<file path="src/shared/tmc_defs.svh">
/*
 Register offsets, field positions, reset values and prescaler masks of the
 8-bit timer/counter core. Assumes a 32-bit AHB-Lite word map, one register
 to a word, byte data in bits 7:0.
*/
`ifndef TMC_DEFS_SVH
`define TMC_DEFS_SVH

// Byte addresses
`define TMC_OFS_CTRL_A 8'h00
`define TMC_OFS_CTRL_B 8'h04
`define TMC_OFS_CTRL_C 8'h08
`define TMC_OFS_COUNT 8'h0c
`define TMC_OFS_CMP_A 8'h10
`define TMC_OFS_CMP_B 8'h14
`define TMC_OFS_FLAGS 8'h18
`define TMC_OFS_MASK 8'h1c

// Control register a fields
`define TMC_COM_A_HI 7
`define TMC_COM_A_LO 6
`define TMC_COM_B_HI 5
`define TMC_COM_B_LO 4
`define TMC_WGM_LO_HI 1
`define TMC_WGM_LO_LO 0

// Control register b fields
`define TMC_WGM2_BIT 3
`define TMC_CS_HI 2
`define TMC_CS_LO 0

// Control register c strobes
`define TMC_FOC_A_BIT 7
`define TMC_FOC_B_BIT 6

// Flag and mask bit positions
`define TMC_FLG_OVF 0
`define TMC_FLG_CMP_A 1
`define TMC_FLG_CMP_B 2

// Values
`define TMC_RST_BYTE 8'h00
`define TMC_MAX 8'hff
`define TMC_BOTTOM 8'h00
`define TMC_ONE 8'h01

// Prescaler tap masks
`define TMC_PRE_MASK_8 10'h007
`define TMC_PRE_MASK_64 10'h03f
`define TMC_PRE_MASK_256 10'h0ff
`define TMC_PRE_MASK_1024 10'h3ff

`endif

</file>
<file path="src/shared/tmc_pkg.sv">
/*
 Types of the 8-bit timer/counter core: waveform modes and clock sources.
 Assumes nothing beyond a SystemVerilog compiler.
*/
package tmc_pkg;

   typedef enum logic [2:0] {
      TMC_NORMAL = 3'b000,
      TMC_PC_FF = 3'b001,
      TMC_CTC = 3'b010,
      TMC_FAST_FF = 3'b011,
      TMC_RSV4 = 3'b100,
      TMC_PC_OCA = 3'b101,
      TMC_RSV6 = 3'b110,
      TMC_FAST_OCA = 3'b111
   } tmc_wave_t;

   typedef enum logic [2:0] {
      TMC_CS_STOP = 3'b000,
      TMC_CS_DIV1 = 3'b001,
      TMC_CS_DIV8 = 3'b010,
      TMC_CS_DIV64 = 3'b011,
      TMC_CS_DIV256 = 3'b100,
      TMC_CS_DIV1024 = 3'b101,
      TMC_CS_EXT_FALL = 3'b110,
      TMC_CS_EXT_RISE = 3'b111
   } tmc_clk_sel_t;

endpackage

</file>
<file path="src/rtl/tmc_compare_unit.sv">
/*
 One output compare unit: buffered compare value, match detection and the
 output state. Assumes tick, block, load and wrap come from the counter in
 the same clock domain.
*/
`timescale 1ns/1ns
`include "tmc_defs.svh"

module tmc_compare_unit import tmc_pkg::*; #(
   parameter int W = 8,
   parameter bit TOGGLE_OK = 1'b0
) (
   input wire logic ref_clk,
   input wire logic srst,
   input wire logic tick,
   input wire logic block,
   input wire logic [W-1:0] count_value,
   input wire tmc_wave_t wave,
   input wire logic [1:0] com,
   input wire logic count_up,
   input wire logic load,
   input wire logic wrap,
   input wire logic wr,
   input wire logic [W-1:0] wdata,
   input wire logic force_cmp,
   output logic [W-1:0] active_value,
   output logic [W-1:0] read_value,
   output logic match,
   output logic out_state
);

   logic [W-1:0] buf_reg;
   logic [W-1:0] act_reg;
   logic out_reg;
   logic out_next;
   logic pwm;
   logic fast;
   logic tgl_ok;

   assign pwm = wave[0];
   assign fast = wave[0] & wave[1];
   assign tgl_ok = TOGGLE_OK && (wave == TMC_FAST_OCA || wave == TMC_PC_OCA);
   assign active_value = act_reg;
   assign read_value = pwm ? buf_reg : act_reg;
   assign out_state = out_reg;
   assign match = tick & ~block & (count_value == act_reg);

   // Buffer always takes the write
   always_ff @(posedge ref_clk) begin
      if (srst) begin
         buf_reg <= W'(0);
      end else if (wr) begin
         buf_reg <= wdata;
      end
   end

   always_ff @(posedge ref_clk) begin
      if (srst) begin
         act_reg <= W'(0);
      end else if (wr && !pwm) begin
         act_reg <= wdata;
      end else if (load && pwm) begin
         act_reg <= buf_reg;
      end
   end

   // Output state action; mode field used live
   always_comb begin
      out_next = out_reg;
      if (!pwm) begin
         if (match || force_cmp) begin
            case (com)
               2'b01: out_next = ~out_reg;
               2'b10: out_next = 1'b0;
               2'b11: out_next = 1'b1;
               default: out_next = out_reg;
            endcase
         end
      end else if (fast) begin
         if (match) begin
            case (com)
               2'b01: out_next = tgl_ok ? ~out_reg : out_reg;
               2'b10: out_next = 1'b0;
               2'b11: out_next = 1'b1;
               default: out_next = out_reg;
            endcase
         end
         if (wrap) begin
            case (com)
               2'b10: out_next = 1'b1;
               2'b11: out_next = 1'b0;
               default: out_next = out_next;
            endcase
         end
      end else begin
         if (match) begin
            case (com)
               2'b01: out_next = tgl_ok ? ~out_reg : out_reg;
               2'b10: out_next = ~count_up;
               2'b11: out_next = count_up;
               default: out_next = out_reg;
            endcase
         end
      end
   end

   always_ff @(posedge ref_clk) begin
      if (srst) begin
         out_reg <= 1'b0;
      end else begin
         out_reg <= out_next;
      end
   end
endmodule

</file>
<file path="src/rtl/tmc_timer.sv">
/*
 8-bit timer/counter core with two compare units, reached over AHB-Lite.
 Assumes a single AHB-Lite master with single word transfers and an
 external count pin that is asynchronous to ref_clk.
*/
// How it works
// - Counter and compare values are eight bits.
// - Tick from prescaler or count pin, by select.
// - Select zero stops; counter stays accessible.
// - Each tick clears, increments or decrements per mode.
// - Software counter write beats count or clear.
// - Bottom indication when counter is zero.
// - Top is 255 or compare a, per mode.
// - Overflow flag set per mode, interrupt source.
// - Match sets compare flag on the tick.
// - Flag clears on service or written one.
// - Flags in one register, gated by mask.
// - Outputs from match, mode and output mode.
// - PWM modes buffer compare, load at top.
// - Non-PWM modes write compare directly.
// - Force strobe acts like match in non-PWM modes only, no flag.
// - Counter write blocks matches on next tick.
// - Output state survives mode changes.
// - Output mode changes act at once.
// - Normal mode counts up, overflow at wrap.
// - Clear-on-compare mode clears at compare a.
// - Fast PWM single slope, top 255 or a.
// - Output mode zero takes no action.
`timescale 1ns/1ns
`include "tmc_defs.svh"

module tmc_timer import tmc_pkg::*; (
   input wire logic ref_clk,
   input wire logic srst,
   input wire logic hsel,
   input wire logic [31:0] haddr,
   input wire logic [1:0] htrans,
   input wire logic hwrite,
   input wire logic [2:0] hsize,
   input wire logic [31:0] hwdata,
   input wire logic hready,
   output logic [31:0] hrdata,
   output logic hreadyout,
   output logic hresp,
   input wire logic external_count_pin,
   input wire logic ack_overflow,
   input wire logic ack_compare_a,
   input wire logic ack_compare_b,
   output logic irq_overflow,
   output logic irq_compare_a,
   output logic irq_compare_b,
   output logic compare_a_output,
   output logic compare_b_output
);

   logic take;
   logic wr_pend_reg;
   logic rd_pend_reg;
   logic [7:0] addr_reg;
   logic hreadyout_reg;
   logic [31:0] hrdata_reg;
   logic wr_cta, wr_ctb, wr_ctc, wr_cnt, wr_cpa, wr_cpb, wr_flg, wr_msk;
   logic [7:0] rd_byte;
   logic [1:0] com_a_reg;
   logic [1:0] com_b_reg;
   logic [1:0] wgm_lo_reg;
   logic wgm_hi_reg;
   tmc_clk_sel_t cs_reg;
   tmc_wave_t wave;
   logic [7:0] cnt_reg;
   logic dir_up_reg;
   logic block_reg;
   logic [2:0] flags_reg;
   logic [2:0] flags_next;
   logic [2:0] mask_reg;
   logic [2:0] irq_reg;
   logic [9:0] pre_reg;
   logic pre_tick;
   logic sync1_reg, sync2_reg, sync3_reg;
   logic ext_lvl_reg;
   logic ext_prev_reg;
   logic tick;
   logic [7:0] top;
   logic at_top;
   logic at_bottom;
   logic fast_mode;
   logic pc_mode;
   logic ovf_set;
   logic load_buf;
   logic wrap;
   logic foc_a, foc_b;
   logic match_a, match_b;
   logic [7:0] cmp_a_act, cmp_b_act;
   logic [7:0] cmp_a_rd, cmp_b_rd;

   // Bus slave: writes zero wait, reads one wait
   assign take = hsel & htrans[1] & hready;
   assign hreadyout = hreadyout_reg;
   assign hrdata = hrdata_reg;

   always_ff @(posedge ref_clk) begin
      if (srst) begin
         wr_pend_reg <= 1'b0;
         rd_pend_reg <= 1'b0;
         addr_reg <= 8'h00;
         hreadyout_reg <= 1'b1;
      end else begin
         wr_pend_reg <= take & hwrite;
         if (take) begin
            addr_reg <= haddr[7:0];
         end
         if (take && !hwrite) begin
            rd_pend_reg <= 1'b1;
            hreadyout_reg <= 1'b0;
         end else if (rd_pend_reg) begin
            rd_pend_reg <= 1'b0;
            hreadyout_reg <= 1'b1;
         end
      end
   end

   always_ff @(posedge ref_clk) begin
      if (srst) begin
         hrdata_reg <= 32'h0000_0000;
         hresp <= 1'b0;
      end else begin
         hresp <= 1'b0;
         if (rd_pend_reg) begin
            hrdata_reg <= {24'h00_0000, rd_byte};
         end
      end
   end

   // Address decode; unmapped reads zero, writes dropped
   always_comb begin
      wr_cta = 1'b0;
      wr_ctb = 1'b0;
      wr_ctc = 1'b0;
      wr_cnt = 1'b0;
      wr_cpa = 1'b0;
      wr_cpb = 1'b0;
      wr_flg = 1'b0;
      wr_msk = 1'b0;
      rd_byte = 8'h00;
      if (addr_reg == `TMC_OFS_CTRL_A) begin
         wr_cta = wr_pend_reg;
         rd_byte = {com_a_reg, com_b_reg, 2'b00, wgm_lo_reg};
      end else if (addr_reg == `TMC_OFS_CTRL_B) begin
         wr_ctb = wr_pend_reg;
         rd_byte = {4'h0, wgm_hi_reg, cs_reg};
      end else if (addr_reg == `TMC_OFS_CTRL_C) begin
         wr_ctc = wr_pend_reg;
      end else if (addr_reg == `TMC_OFS_COUNT) begin
         wr_cnt = wr_pend_reg;
         rd_byte = cnt_reg;
      end else if (addr_reg == `TMC_OFS_CMP_A) begin
         wr_cpa = wr_pend_reg;
         rd_byte = cmp_a_rd;
      end else if (addr_reg == `TMC_OFS_CMP_B) begin
         wr_cpb = wr_pend_reg;
         rd_byte = cmp_b_rd;
      end else if (addr_reg == `TMC_OFS_FLAGS) begin
         wr_flg = wr_pend_reg;
         rd_byte = {5'h00, flags_reg};
      end else if (addr_reg == `TMC_OFS_MASK) begin
         wr_msk = wr_pend_reg;
         rd_byte = {5'h00, mask_reg};
      end
   end

   // Control fields; output mode takes effect at once
   always_ff @(posedge ref_clk) begin
      if (srst) begin
         com_a_reg <= 2'b00;
         com_b_reg <= 2'b00;
         wgm_lo_reg <= 2'b00;
         wgm_hi_reg <= 1'b0;
         cs_reg <= TMC_CS_STOP;
         mask_reg <= 3'b000;
      end else begin
         if (wr_cta) begin
            com_a_reg <= hwdata[`TMC_COM_A_HI:`TMC_COM_A_LO];
            com_b_reg <= hwdata[`TMC_COM_B_HI:`TMC_COM_B_LO];
            wgm_lo_reg <= hwdata[`TMC_WGM_LO_HI:`TMC_WGM_LO_LO];
         end
         if (wr_ctb) begin
            wgm_hi_reg <= hwdata[`TMC_WGM2_BIT];
            cs_reg <= tmc_clk_sel_t'(hwdata[`TMC_CS_HI:`TMC_CS_LO]);
         end
         if (wr_msk) begin
            mask_reg <= hwdata[2:0];
         end
      end
   end

   assign wave = tmc_wave_t'({wgm_hi_reg, wgm_lo_reg});
   assign foc_a = wr_ctc & hwdata[`TMC_FOC_A_BIT];
   assign foc_b = wr_ctc & hwdata[`TMC_FOC_B_BIT];

   // Prescaler
   always_ff @(posedge ref_clk) begin
      if (srst || cs_reg == TMC_CS_STOP) begin
         pre_reg <= 10'h000;
      end else begin
         pre_reg <= pre_reg + 10'h001;
      end
   end

   always_comb begin
      case (cs_reg)
         TMC_CS_DIV1: pre_tick = 1'b1;
         TMC_CS_DIV8: pre_tick = (pre_reg & `TMC_PRE_MASK_8) == `TMC_PRE_MASK_8;
         TMC_CS_DIV64: pre_tick = (pre_reg & `TMC_PRE_MASK_64) == `TMC_PRE_MASK_64;
         TMC_CS_DIV256: pre_tick = (pre_reg & `TMC_PRE_MASK_256) == `TMC_PRE_MASK_256;
         TMC_CS_DIV1024: pre_tick = pre_reg == `TMC_PRE_MASK_1024;
         default: pre_tick = 1'b0;
      endcase
   end

   // Count pin: three stages, level accepted when stages two and three agree
   always_ff @(posedge ref_clk) begin
      if (srst) begin
         sync1_reg <= 1'b0;
         sync2_reg <= 1'b0;
         sync3_reg <= 1'b0;
         ext_lvl_reg <= 1'b0;
         ext_prev_reg <= 1'b0;
      end else begin
         sync1_reg <= external_count_pin;
         sync2_reg <= sync1_reg;
         sync3_reg <= sync2_reg;
         if (sync2_reg == sync3_reg) begin
            ext_lvl_reg <= sync3_reg;
         end
         ext_prev_reg <= ext_lvl_reg;
      end
   end

   // Timer tick selection
   always_comb begin
      case (cs_reg)
         TMC_CS_STOP: tick = 1'b0;
         TMC_CS_EXT_FALL: tick = ext_prev_reg & ~ext_lvl_reg;
         TMC_CS_EXT_RISE: tick = ext_lvl_reg & ~ext_prev_reg;
         default: tick = pre_tick;
      endcase
   end

   // Top and bottom indications
   assign fast_mode = wave == TMC_FAST_FF || wave == TMC_FAST_OCA;
   assign pc_mode = wave == TMC_PC_FF || wave == TMC_PC_OCA;
   assign top = (wave == TMC_CTC || wave == TMC_FAST_OCA || wave == TMC_PC_OCA) ?
      cmp_a_act : `TMC_MAX;
   assign at_top = cnt_reg == top;
   assign at_bottom = cnt_reg == `TMC_BOTTOM;
   assign wrap = tick & fast_mode & at_top & ~wr_cnt;
   assign load_buf = tick & at_top & (fast_mode | (pc_mode & dir_up_reg));

   // Counter unit
   always_ff @(posedge ref_clk) begin
      if (srst) begin
         cnt_reg <= `TMC_RST_BYTE;
         dir_up_reg <= 1'b1;
      end else if (wr_cnt) begin
         cnt_reg <= hwdata[7:0];
      end else if (tick) begin
         if (pc_mode) begin
            if (dir_up_reg && at_top) begin
               dir_up_reg <= 1'b0;
               cnt_reg <= cnt_reg - `TMC_ONE;
            end else if (!dir_up_reg && at_bottom) begin
               dir_up_reg <= 1'b1;
               cnt_reg <= cnt_reg + `TMC_ONE;
            end else if (dir_up_reg) begin
               cnt_reg <= cnt_reg + `TMC_ONE;
            end else begin
               cnt_reg <= cnt_reg - `TMC_ONE;
            end
         end else if ((wave == TMC_CTC || fast_mode) && at_top) begin
            dir_up_reg <= 1'b1;
            cnt_reg <= `TMC_BOTTOM;
         end else begin
            dir_up_reg <= 1'b1;
            cnt_reg <= cnt_reg + `TMC_ONE;
         end
      end
   end

   // Match blocking after a counter write
   always_ff @(posedge ref_clk) begin
      if (srst) begin
         block_reg <= 1'b0;
      end else if (wr_cnt) begin
         block_reg <= 1'b1;
      end else if (tick) begin
         block_reg <= 1'b0;
      end
   end

   // Overflow condition per mode
   always_comb begin
      if (fast_mode) begin
         ovf_set = wrap;
      end else if (pc_mode) begin
         ovf_set = tick & at_bottom & ~dir_up_reg & ~wr_cnt;
      end else begin
         ovf_set = tick & (cnt_reg == `TMC_MAX) & ~wr_cnt;
      end
   end

   // Flags: hardware set wins over any clear
   always_comb begin
      flags_next = flags_reg;
      if (wr_flg) begin
         flags_next = flags_next & ~hwdata[2:0];
      end
      flags_next = flags_next & ~{ack_compare_b, ack_compare_a, ack_overflow};
      flags_next[`TMC_FLG_OVF] = flags_next[`TMC_FLG_OVF] | ovf_set;
      flags_next[`TMC_FLG_CMP_A] = flags_next[`TMC_FLG_CMP_A] | match_a;
      flags_next[`TMC_FLG_CMP_B] = flags_next[`TMC_FLG_CMP_B] | match_b;
   end

   always_ff @(posedge ref_clk) begin
      if (srst) begin
         flags_reg <= 3'b000;
         irq_reg <= 3'b000;
      end else begin
         flags_reg <= flags_next;
         irq_reg <= flags_reg & mask_reg;
      end
   end

   assign irq_overflow = irq_reg[`TMC_FLG_OVF];
   assign irq_compare_a = irq_reg[`TMC_FLG_CMP_A];
   assign irq_compare_b = irq_reg[`TMC_FLG_CMP_B];

   tmc_compare_unit #(.W(8), .TOGGLE_OK(1'b1)) u_cmp_a (
      .ref_clk(ref_clk),
      .srst(srst),
      .tick(tick),
      .block(block_reg),
      .count_value(cnt_reg),
      .wave(wave),
      .com(com_a_reg),
      .count_up(dir_up_reg),
      .load(load_buf),
      .wrap(wrap),
      .wr(wr_cpa),
      .wdata(hwdata[7:0]),
      .force_cmp(foc_a),
      .active_value(cmp_a_act),
      .read_value(cmp_a_rd),
      .match(match_a),
      .out_state(compare_a_output)
   );

   tmc_compare_unit #(.W(8), .TOGGLE_OK(1'b0)) u_cmp_b (
      .ref_clk(ref_clk),
      .srst(srst),
      .tick(tick),
      .block(block_reg),
      .count_value(cnt_reg),
      .wave(wave),
      .com(com_b_reg),
      .count_up(dir_up_reg),
      .load(load_buf),
      .wrap(wrap),
      .wr(wr_cpb),
      .wdata(hwdata[7:0]),
      .force_cmp(foc_b),
      .active_value(cmp_b_act),
      .read_value(cmp_b_rd),
      .match(match_b),
      .out_state(compare_b_output)
   );
endmodule

</file>
<file path="config.mk">
export PLATFORM = sky130hd
export DESIGN_NAME = tmc_timer
export DESIGN_NICKNAME = d
export VERILOG_FILES = /design/src/shared/tmc_pkg.sv /design/src/rtl/tmc_compare_unit.sv /design/src/rtl/tmc_timer.sv
export VERILOG_INCLUDE_DIRS = /design/src /design/src/shared
export SDC_FILE = /design/constraint.sdc
export NUM_CORES = 1
export LEC_CHECK = 0
export BUFFER_PORTS_ARGS = -buffer_cell sky130_fd_sc_hd__buf_2
export CORE_ASPECT_RATIO = 0.6
export CORE_MARGIN = 1.5
export CORE_UTILIZATION = 50
export CTS_CLUSTER_SIZE = 20
export DETAILED_ROUTE_END_ITERATION = 8
export HOLD_SLACK_MARGIN = 0.02
export PLACE_DENSITY = 0.74
export SKIP_CTS_REPAIR_TIMING = 1
export SLEW_MARGIN = 20
export SYNTH_ARGS = -nofsm -noshare
export SYNTH_HDL_FRONTEND = slang
export SYNTH_SLANG_ARGS = --single-unit
</file>
<file path="constraint.sdc">
create_clock -name ref_clk -period 3.25 [get_ports ref_clk]
set_input_delay 0.325 -clock ref_clk [delete_from_list [all_inputs] [get_ports ref_clk]]
set_output_delay 0.325 -clock ref_clk [all_outputs]
set_load 0.02 [all_outputs]
</file>
Word level (Yosys, flattened, before mapping)
Cells that the tools add are included.
- bitwise gates (word level): 38
- equal/unequal tests: 38
- reduce and logical (&&, ||, !) cells: 34
- add/sub/neg operators: 3
- muxes and demuxes: 92
- operators with widths (cell ; number):
    $mux W8 ; 20
    $mux W1 ; 59
    $eq A8 B5 Y1 const B ; 4
    $eq A8 B8 Y1 ; 3
    $and A1 B1 Y1 ; 22
    $eq A3 B3 Y1 const B ; 7
    $eq A8 B4 Y1 const B ; 2
    $eq A8 B8 Y1 const B ; 2
    $logic_not A8 Y1 ; 2
    $pmux W1 S3 ; 5
    $eq A3 B2 Y1 const B ; 4
    $reduce_bool A2 Y1 ; 6
    $reduce_bool A4 Y1 ; 3
    $add A10 B1 Y10 const B ; 1
    $eq A10 B10 Y1 const B ; 1
    $and A3 B3 Y3 ; 3
    $logic_or A1 B1 Y1 ; 9
    $mux W3 ; 3
    $ne A3 B1 Y1 const B ; 3
    $add A8 B1 Y8 const B ; 1
    $eq A2 B2 Y1 const B ; 4
    $eq A8 B3 Y1 const B ; 1
    $pmux W1 S2 ; 4
    $reduce_and A4 Y1 ; 2
    14 further kinds ; 34
- bits in registers: 97
- input bits: 78
- output and inout port bits: 39

Depth between registers and ports, before layout
- depth in word-level cells: 11
- depth in mapped cells: 10

Hierarchy
From an unflattened synthesis, not the netlist that was laid out.
- cells, all modules: 684
- area, all modules: 5870.6 µm²
- modules (own cells, without submodules) (module ; cells an instance ; sequential area each (µm²) ; area an instance (µm²) ; instances):
    tmc_timer ; 460 ; 1261.2 ; 3579.7 ; 1
    tmc_compare_unit (u_cmp_a) ; 115 ; 340.3 ; 1156.1 ; 1
    tmc_compare_unit (u_cmp_b) ; 109 ; 340.3 ; 1134.8 ; 1

Least setup slack after synthesis
OpenSTA, ideal clock, no wires.
- path kind: register -> register
- start point: reg pre_reg[0]
- end point: reg u_cmp_a.act_reg[0], in the netlist u_cmp_a.active_value[0]
- slack: 0.805 ns
- arrival: 2.308 ns
- setup time: 0.138 ns
- cell stages (with the launch flop): 10
- data required time: 3.112 ns
- cells stage by stage: dfxtp_1 ha_1 and3_1 and3_4 a311oi_2 or2_4 nor4_4 buf_6 mux2i_1 a211oi_1
- word-level cells in the longest chain between the ends: 7
- elaborated cells on any way between the ends: 10
- those cells by class: eq/ne: 4; mux: 2; bitwise: 2; reduce/logical: 2
- RTL lines (item ; line ; text):
    start, declared ; tmc_timer.sv:77 ; logic [9:0] pre_reg;
    start signal, assigned ; tmc_timer.sv:205 ; pre_reg <= pre_reg + 10'h001;
    $eq A10 B10 Y1 (no line), or another cell as far along ; - ;
    $pmux W1 S5 (*) ; tmc_timer.sv:210 ; case (cs_reg)
    $pmux W1 S3 (*) ; tmc_timer.sv:241 ; case (cs_reg)
    $and A1 B1 Y1 (*) (2 in series) ; tmc_timer.sv:257 ; assign load_buf = tick & at_top & (fast_mode | (pc_mode & dir_up_reg));
    $logic_and A1 B1 Y1 (*) ; tmc_compare_unit.sv:62 ; end else if (load && pwm) begin
    $reduce_bool A2 Y1 (no line) (*) ; - ;
    end signal, assigned ; tmc_compare_unit.sv:61 ; act_reg <= wdata;
    end signal, assigned ; tmc_compare_unit.sv:63 ; act_reg <= buf_reg;
    end, declared ; tmc_compare_unit.sv:33 ; logic [W-1:0] act_reg;
Mark *: on every way between the ends. The rest lies on a longest branch, timed or not.
A chain may end at the register's enable or synchronous reset.

Worst setup path in the final report
- start point: reg cs_reg[2]
- end point: reg u_cmp_a.act_reg[0], in the netlist u_cmp_a.active_value[0]
- word-level cells in the longest chain between the ends: 7
- elaborated cells on any way between the ends: 14
- those cells by class: eq/ne: 7; mux: 2; bitwise: 2; reduce/logical: 3
- RTL lines (item ; line ; text):
    start, declared ; tmc_timer.sv:68 ; tmc_clk_sel_t cs_reg;
    start signal, assigned ; tmc_timer.sv:188 ; cs_reg <= tmc_clk_sel_t'(hwdata[`TMC_CS_HI:`TMC_CS_LO]);
    $eq A3 B3 Y1, or another cell as far along ; tmc_timer.sv:210 ;
    $pmux W1 S5 ; tmc_timer.sv:210 ;
    $pmux W1 S3 (*) ; tmc_timer.sv:241 ;
    $and A1 B1 Y1 (*) (2 in series) ; tmc_timer.sv:257 ;
    $logic_and A1 B1 Y1 (*) ; tmc_compare_unit.sv:62 ;
    $reduce_bool A2 Y1 (no line) (*) ; - ;
Marks and branches as above.

==> flow_summary_export.csv <==
group,metric,value,unit
yosys,syn_area,5650,um2
worst_hold_path,hold_class,"in -> reg",
yosys,synth_ff_type,"dfxtp_1",
cells_and_area,fill_cells,986,
clock_tree,clockBufferDepth,2,
sta,maxSlewViolCount,0,
flow_run,cap_viol_max_count,0,
clock_tree,cts_tree,"built",
sta,rsz0062_at_grt,"no",
sta,hold_viol_final,0,
cells_and_area,largest_register_ffs,10,
worst_setup_path,critPathTopFamily,"compound AO/OA/AOI/OAI gates",
pwr,intPower,0.00188,W
cells_and_area,antenna_cells,0,
yosys,synth_top_area_share,34.4,%
worst_setup_path,slowest_delay,660,ps
pwr,comb_power_share,7.5,%
drt,viasPerCell,6.29,
clock_tree,root_buffer,"clkbuf_16",
worst_setup_path,r2r_cells,8,
placed_design,dpl.cell_count,835,
yosys,avgSynthCellArea,8.15,um2
cells_and_area,multi_input_area,3340,um2
yosys,ys_seq_area_share,34.4,%
drt,wl_per_cell,18.7,um
placed_design,hpwlAfterDp,11500,um
pwr,p_seq_share,48.2,%
cells_and_area,regArea,1940,um2
yosys,yosysWarnings,0,
drt,wl,15900,um
sta,hold_slack,164,ps
pwr,p_sw,0.000640,W
yosys,ys_ff_latch,97,
yosys,yosys-top-cells-area,"dfxtp_1 34%, mux2i_1 8.9%, nor2_1 5.3%, nand2_1 4.1%, a21oi_1 3.6%",
clock_tree,numCtsBuffers,9,
die,die_area,12000,um2
drt,final_antenna_net_count,0,
clock_tree,path_clk_slew,70,ps
cells_and_area,synthToLayoutAreaGrowth,8.80,%
pwr,p_clk_share,44.3,%
die,start_util,52.4,%
sta,fin_crit,2840,ps
sta,tightest_slew,970,ps
sta,relSlewSlack,34.7,%
yosys,synthArstFlopShare,0,%
worst_hold_path,hold-path-cell-count,2,
global_route,antenna_found_initial,0,
cells_and_area,drive_gt1_share,13.1,%
pwr,power.density,410,nW/um2
cells_and_area,final_cells,851,
drt,firstDrtPassIters,5,
global_route,grt_pass1_wl,25700,um
worst_setup_path,worst-path-stages,8,
clock_tree,cts_sinks,97,
worst_setup_path,path_buf_inv,1,
global_route,grt_max_degree,43,
pwr,p_sw_share,25.4,%
worst_setup_path,start_kind,"flip-flop",
drt,num_vias,5349,
global_route,grt_remaining_overflow,0,
worst_setup_path,worstPathCellList,"ha_1 > nand2_1 > a222oi_1 > or2_4 > nor4_4 > buf_4 > mux2i_1 > a211oi_1",
placed_design,port_buffers,39,
sta,setup_viol,0,
pwr,leakage,2.28,nW
die,chipHeight,85.3,um
cells_and_area,layout.nets,794,
sta,max_clock_freq,353,MHz
die,num_rows,29,
clock_tree,htreeDepth,3,
placed_design,place_congestion,0.903,
pwr,vdd_drop_max,0.401,mV
global_route,grt_util_all_layers,27.5,%
sta,fin_skew,8.27,ps
die,coreArea,10800,um2
worst_setup_path,critPathArrivalTime,3100,ps
drt,drc_errors,0,
worst_setup_path,cp_slowest_cell,"a222oi_1",
clock_tree,clkLatencyLatePin,360,ps
cells_and_area,utilization,57.0,%
worst_setup_path,worstPathRequired,3510,ps
sta,finalCritPeriodShare,87.2,%
global_route,grt_pass1_vias,4949,
yosys,ys_types,73,
sta,setup_tns,0,ps
drt,drtIter0Drc,667,
worst_setup_path,crit_fanout,16,
yosys,synth-edff-count,0,
worst_setup_path,end_kind,"flip-flop",
yosys,postSynthCellCount,693,
die,die_x,140,um
worst_setup_path,critPathKind,"reg -> reg",
status,outcome,"completed",
yosys,synth_largest_area_cell,"dfxtp_1",
die,io_pins,117,
kinds of logic after synthesis:
group	Yosys count	share of synthesized area [%]
mux	55	10.1
other cells	1	0.0664
simple gates	271	24.0
buf+inv	91	8.07
flops	97	34.4
fa+ha+maj	9	1.99
compound gates	142	17.2
xor+xnor	27	4.19
Yosys cell counts, drive strengths merged, types with 5 or more instances:
library cell	count
nor3	22
ha	9
inv	13
and3	10
nand2	62
nor3b	5
nor2b	8
dfxtp	97
xnor2	13
o32ai	5
a21oi	41
buf	40
a211oi	24
or2	6
a311oi	5
a221oi	6
xor2	14
o22ai	8
clkbuf	38
nor4	10
nand3	28
nor2	80
a31oi	9
o21ai	11
mux2i	50
nand4	10
nand2b	9
placed cells by master, fill, tap and decap left out, drive strengths merged, types with 8 or more instances in the layout:
cell,Yosys,final
conb,1,25
nor2,80,80
nor4,10,10
nor3,22,22
inv,13,17
xnor2,13,13
mux2i,50,50
nand3,28,28
nand4,10,10
o22ai,8,8
ha,9,9
o21ai,11,11
a31oi,9,9
a211oi,24,24
clkbuf,38,10
and3,10,10
xor2,14,14
nor2b,8,8
nand2b,9,9
a21oi,41,41
nand2,62,62
buf,40,57
dfxtp,97,97
path summary, 6_finish.rpt:
check	end	slack (ps)	from
hold / removal	rd_pend_reg	160	hwrite
setup reg to reg	u_cmp_a.active_value[0]	410	cs_reg[2]
setup / recovery	u_cmp_a.active_value[0]	410	cs_reg[2]
hold reg to reg	sync2_reg	460	sync1_reg
final cells by class:
type / instances / area share [%]
clock buffers: 10 / 3.89
well taps: 139 / 2.83
flip-flops and latches: 97 / 31.6
clock inverters: 6 / 1.14
inverters: 13 / 0.794
repair buffers: 57 / 5.38
multi-input cells: 529 / 54.3
layer usage:
| metal | vias up | wire, um | GRT usage [%] |
|---|---|---|---|
| met5 | - | 0 | 0 |
| met4 | 0 | 253 | 8.52 |
| met3 | 34 | 1900 | 8.41 |
| met2 | 352 | 6580 | 39.5 |
| met1 | 2497 | 7200 | 39.2 |
| li1 | 2466 | - | - |
through the flow:
step	power, W	setup slack [ps]	instance area (um2)
after CTS	0.00253	494	6140
after global placement	0.00142	572	5830
after global routing	0.00260	238	6140
final	0.00252	414	6140
after floorplan	0.00138	805	5740
after detailed placement	0.00142	506	5830
power by group through the flow:
stage                     clock [W]  sequential, W  combinational (W)
after CTS                   0.00113        0.00121           0.000183
after floorplan                   0        0.00123           0.000150
after detailed placement          0        0.00124           0.000183
after global routing        0.00118        0.00122           0.000205
final                       0.00112        0.00122           0.000190
after global placement            0        0.00124           0.000178
No activity file was read; power rests on OpenSTA's default activity.
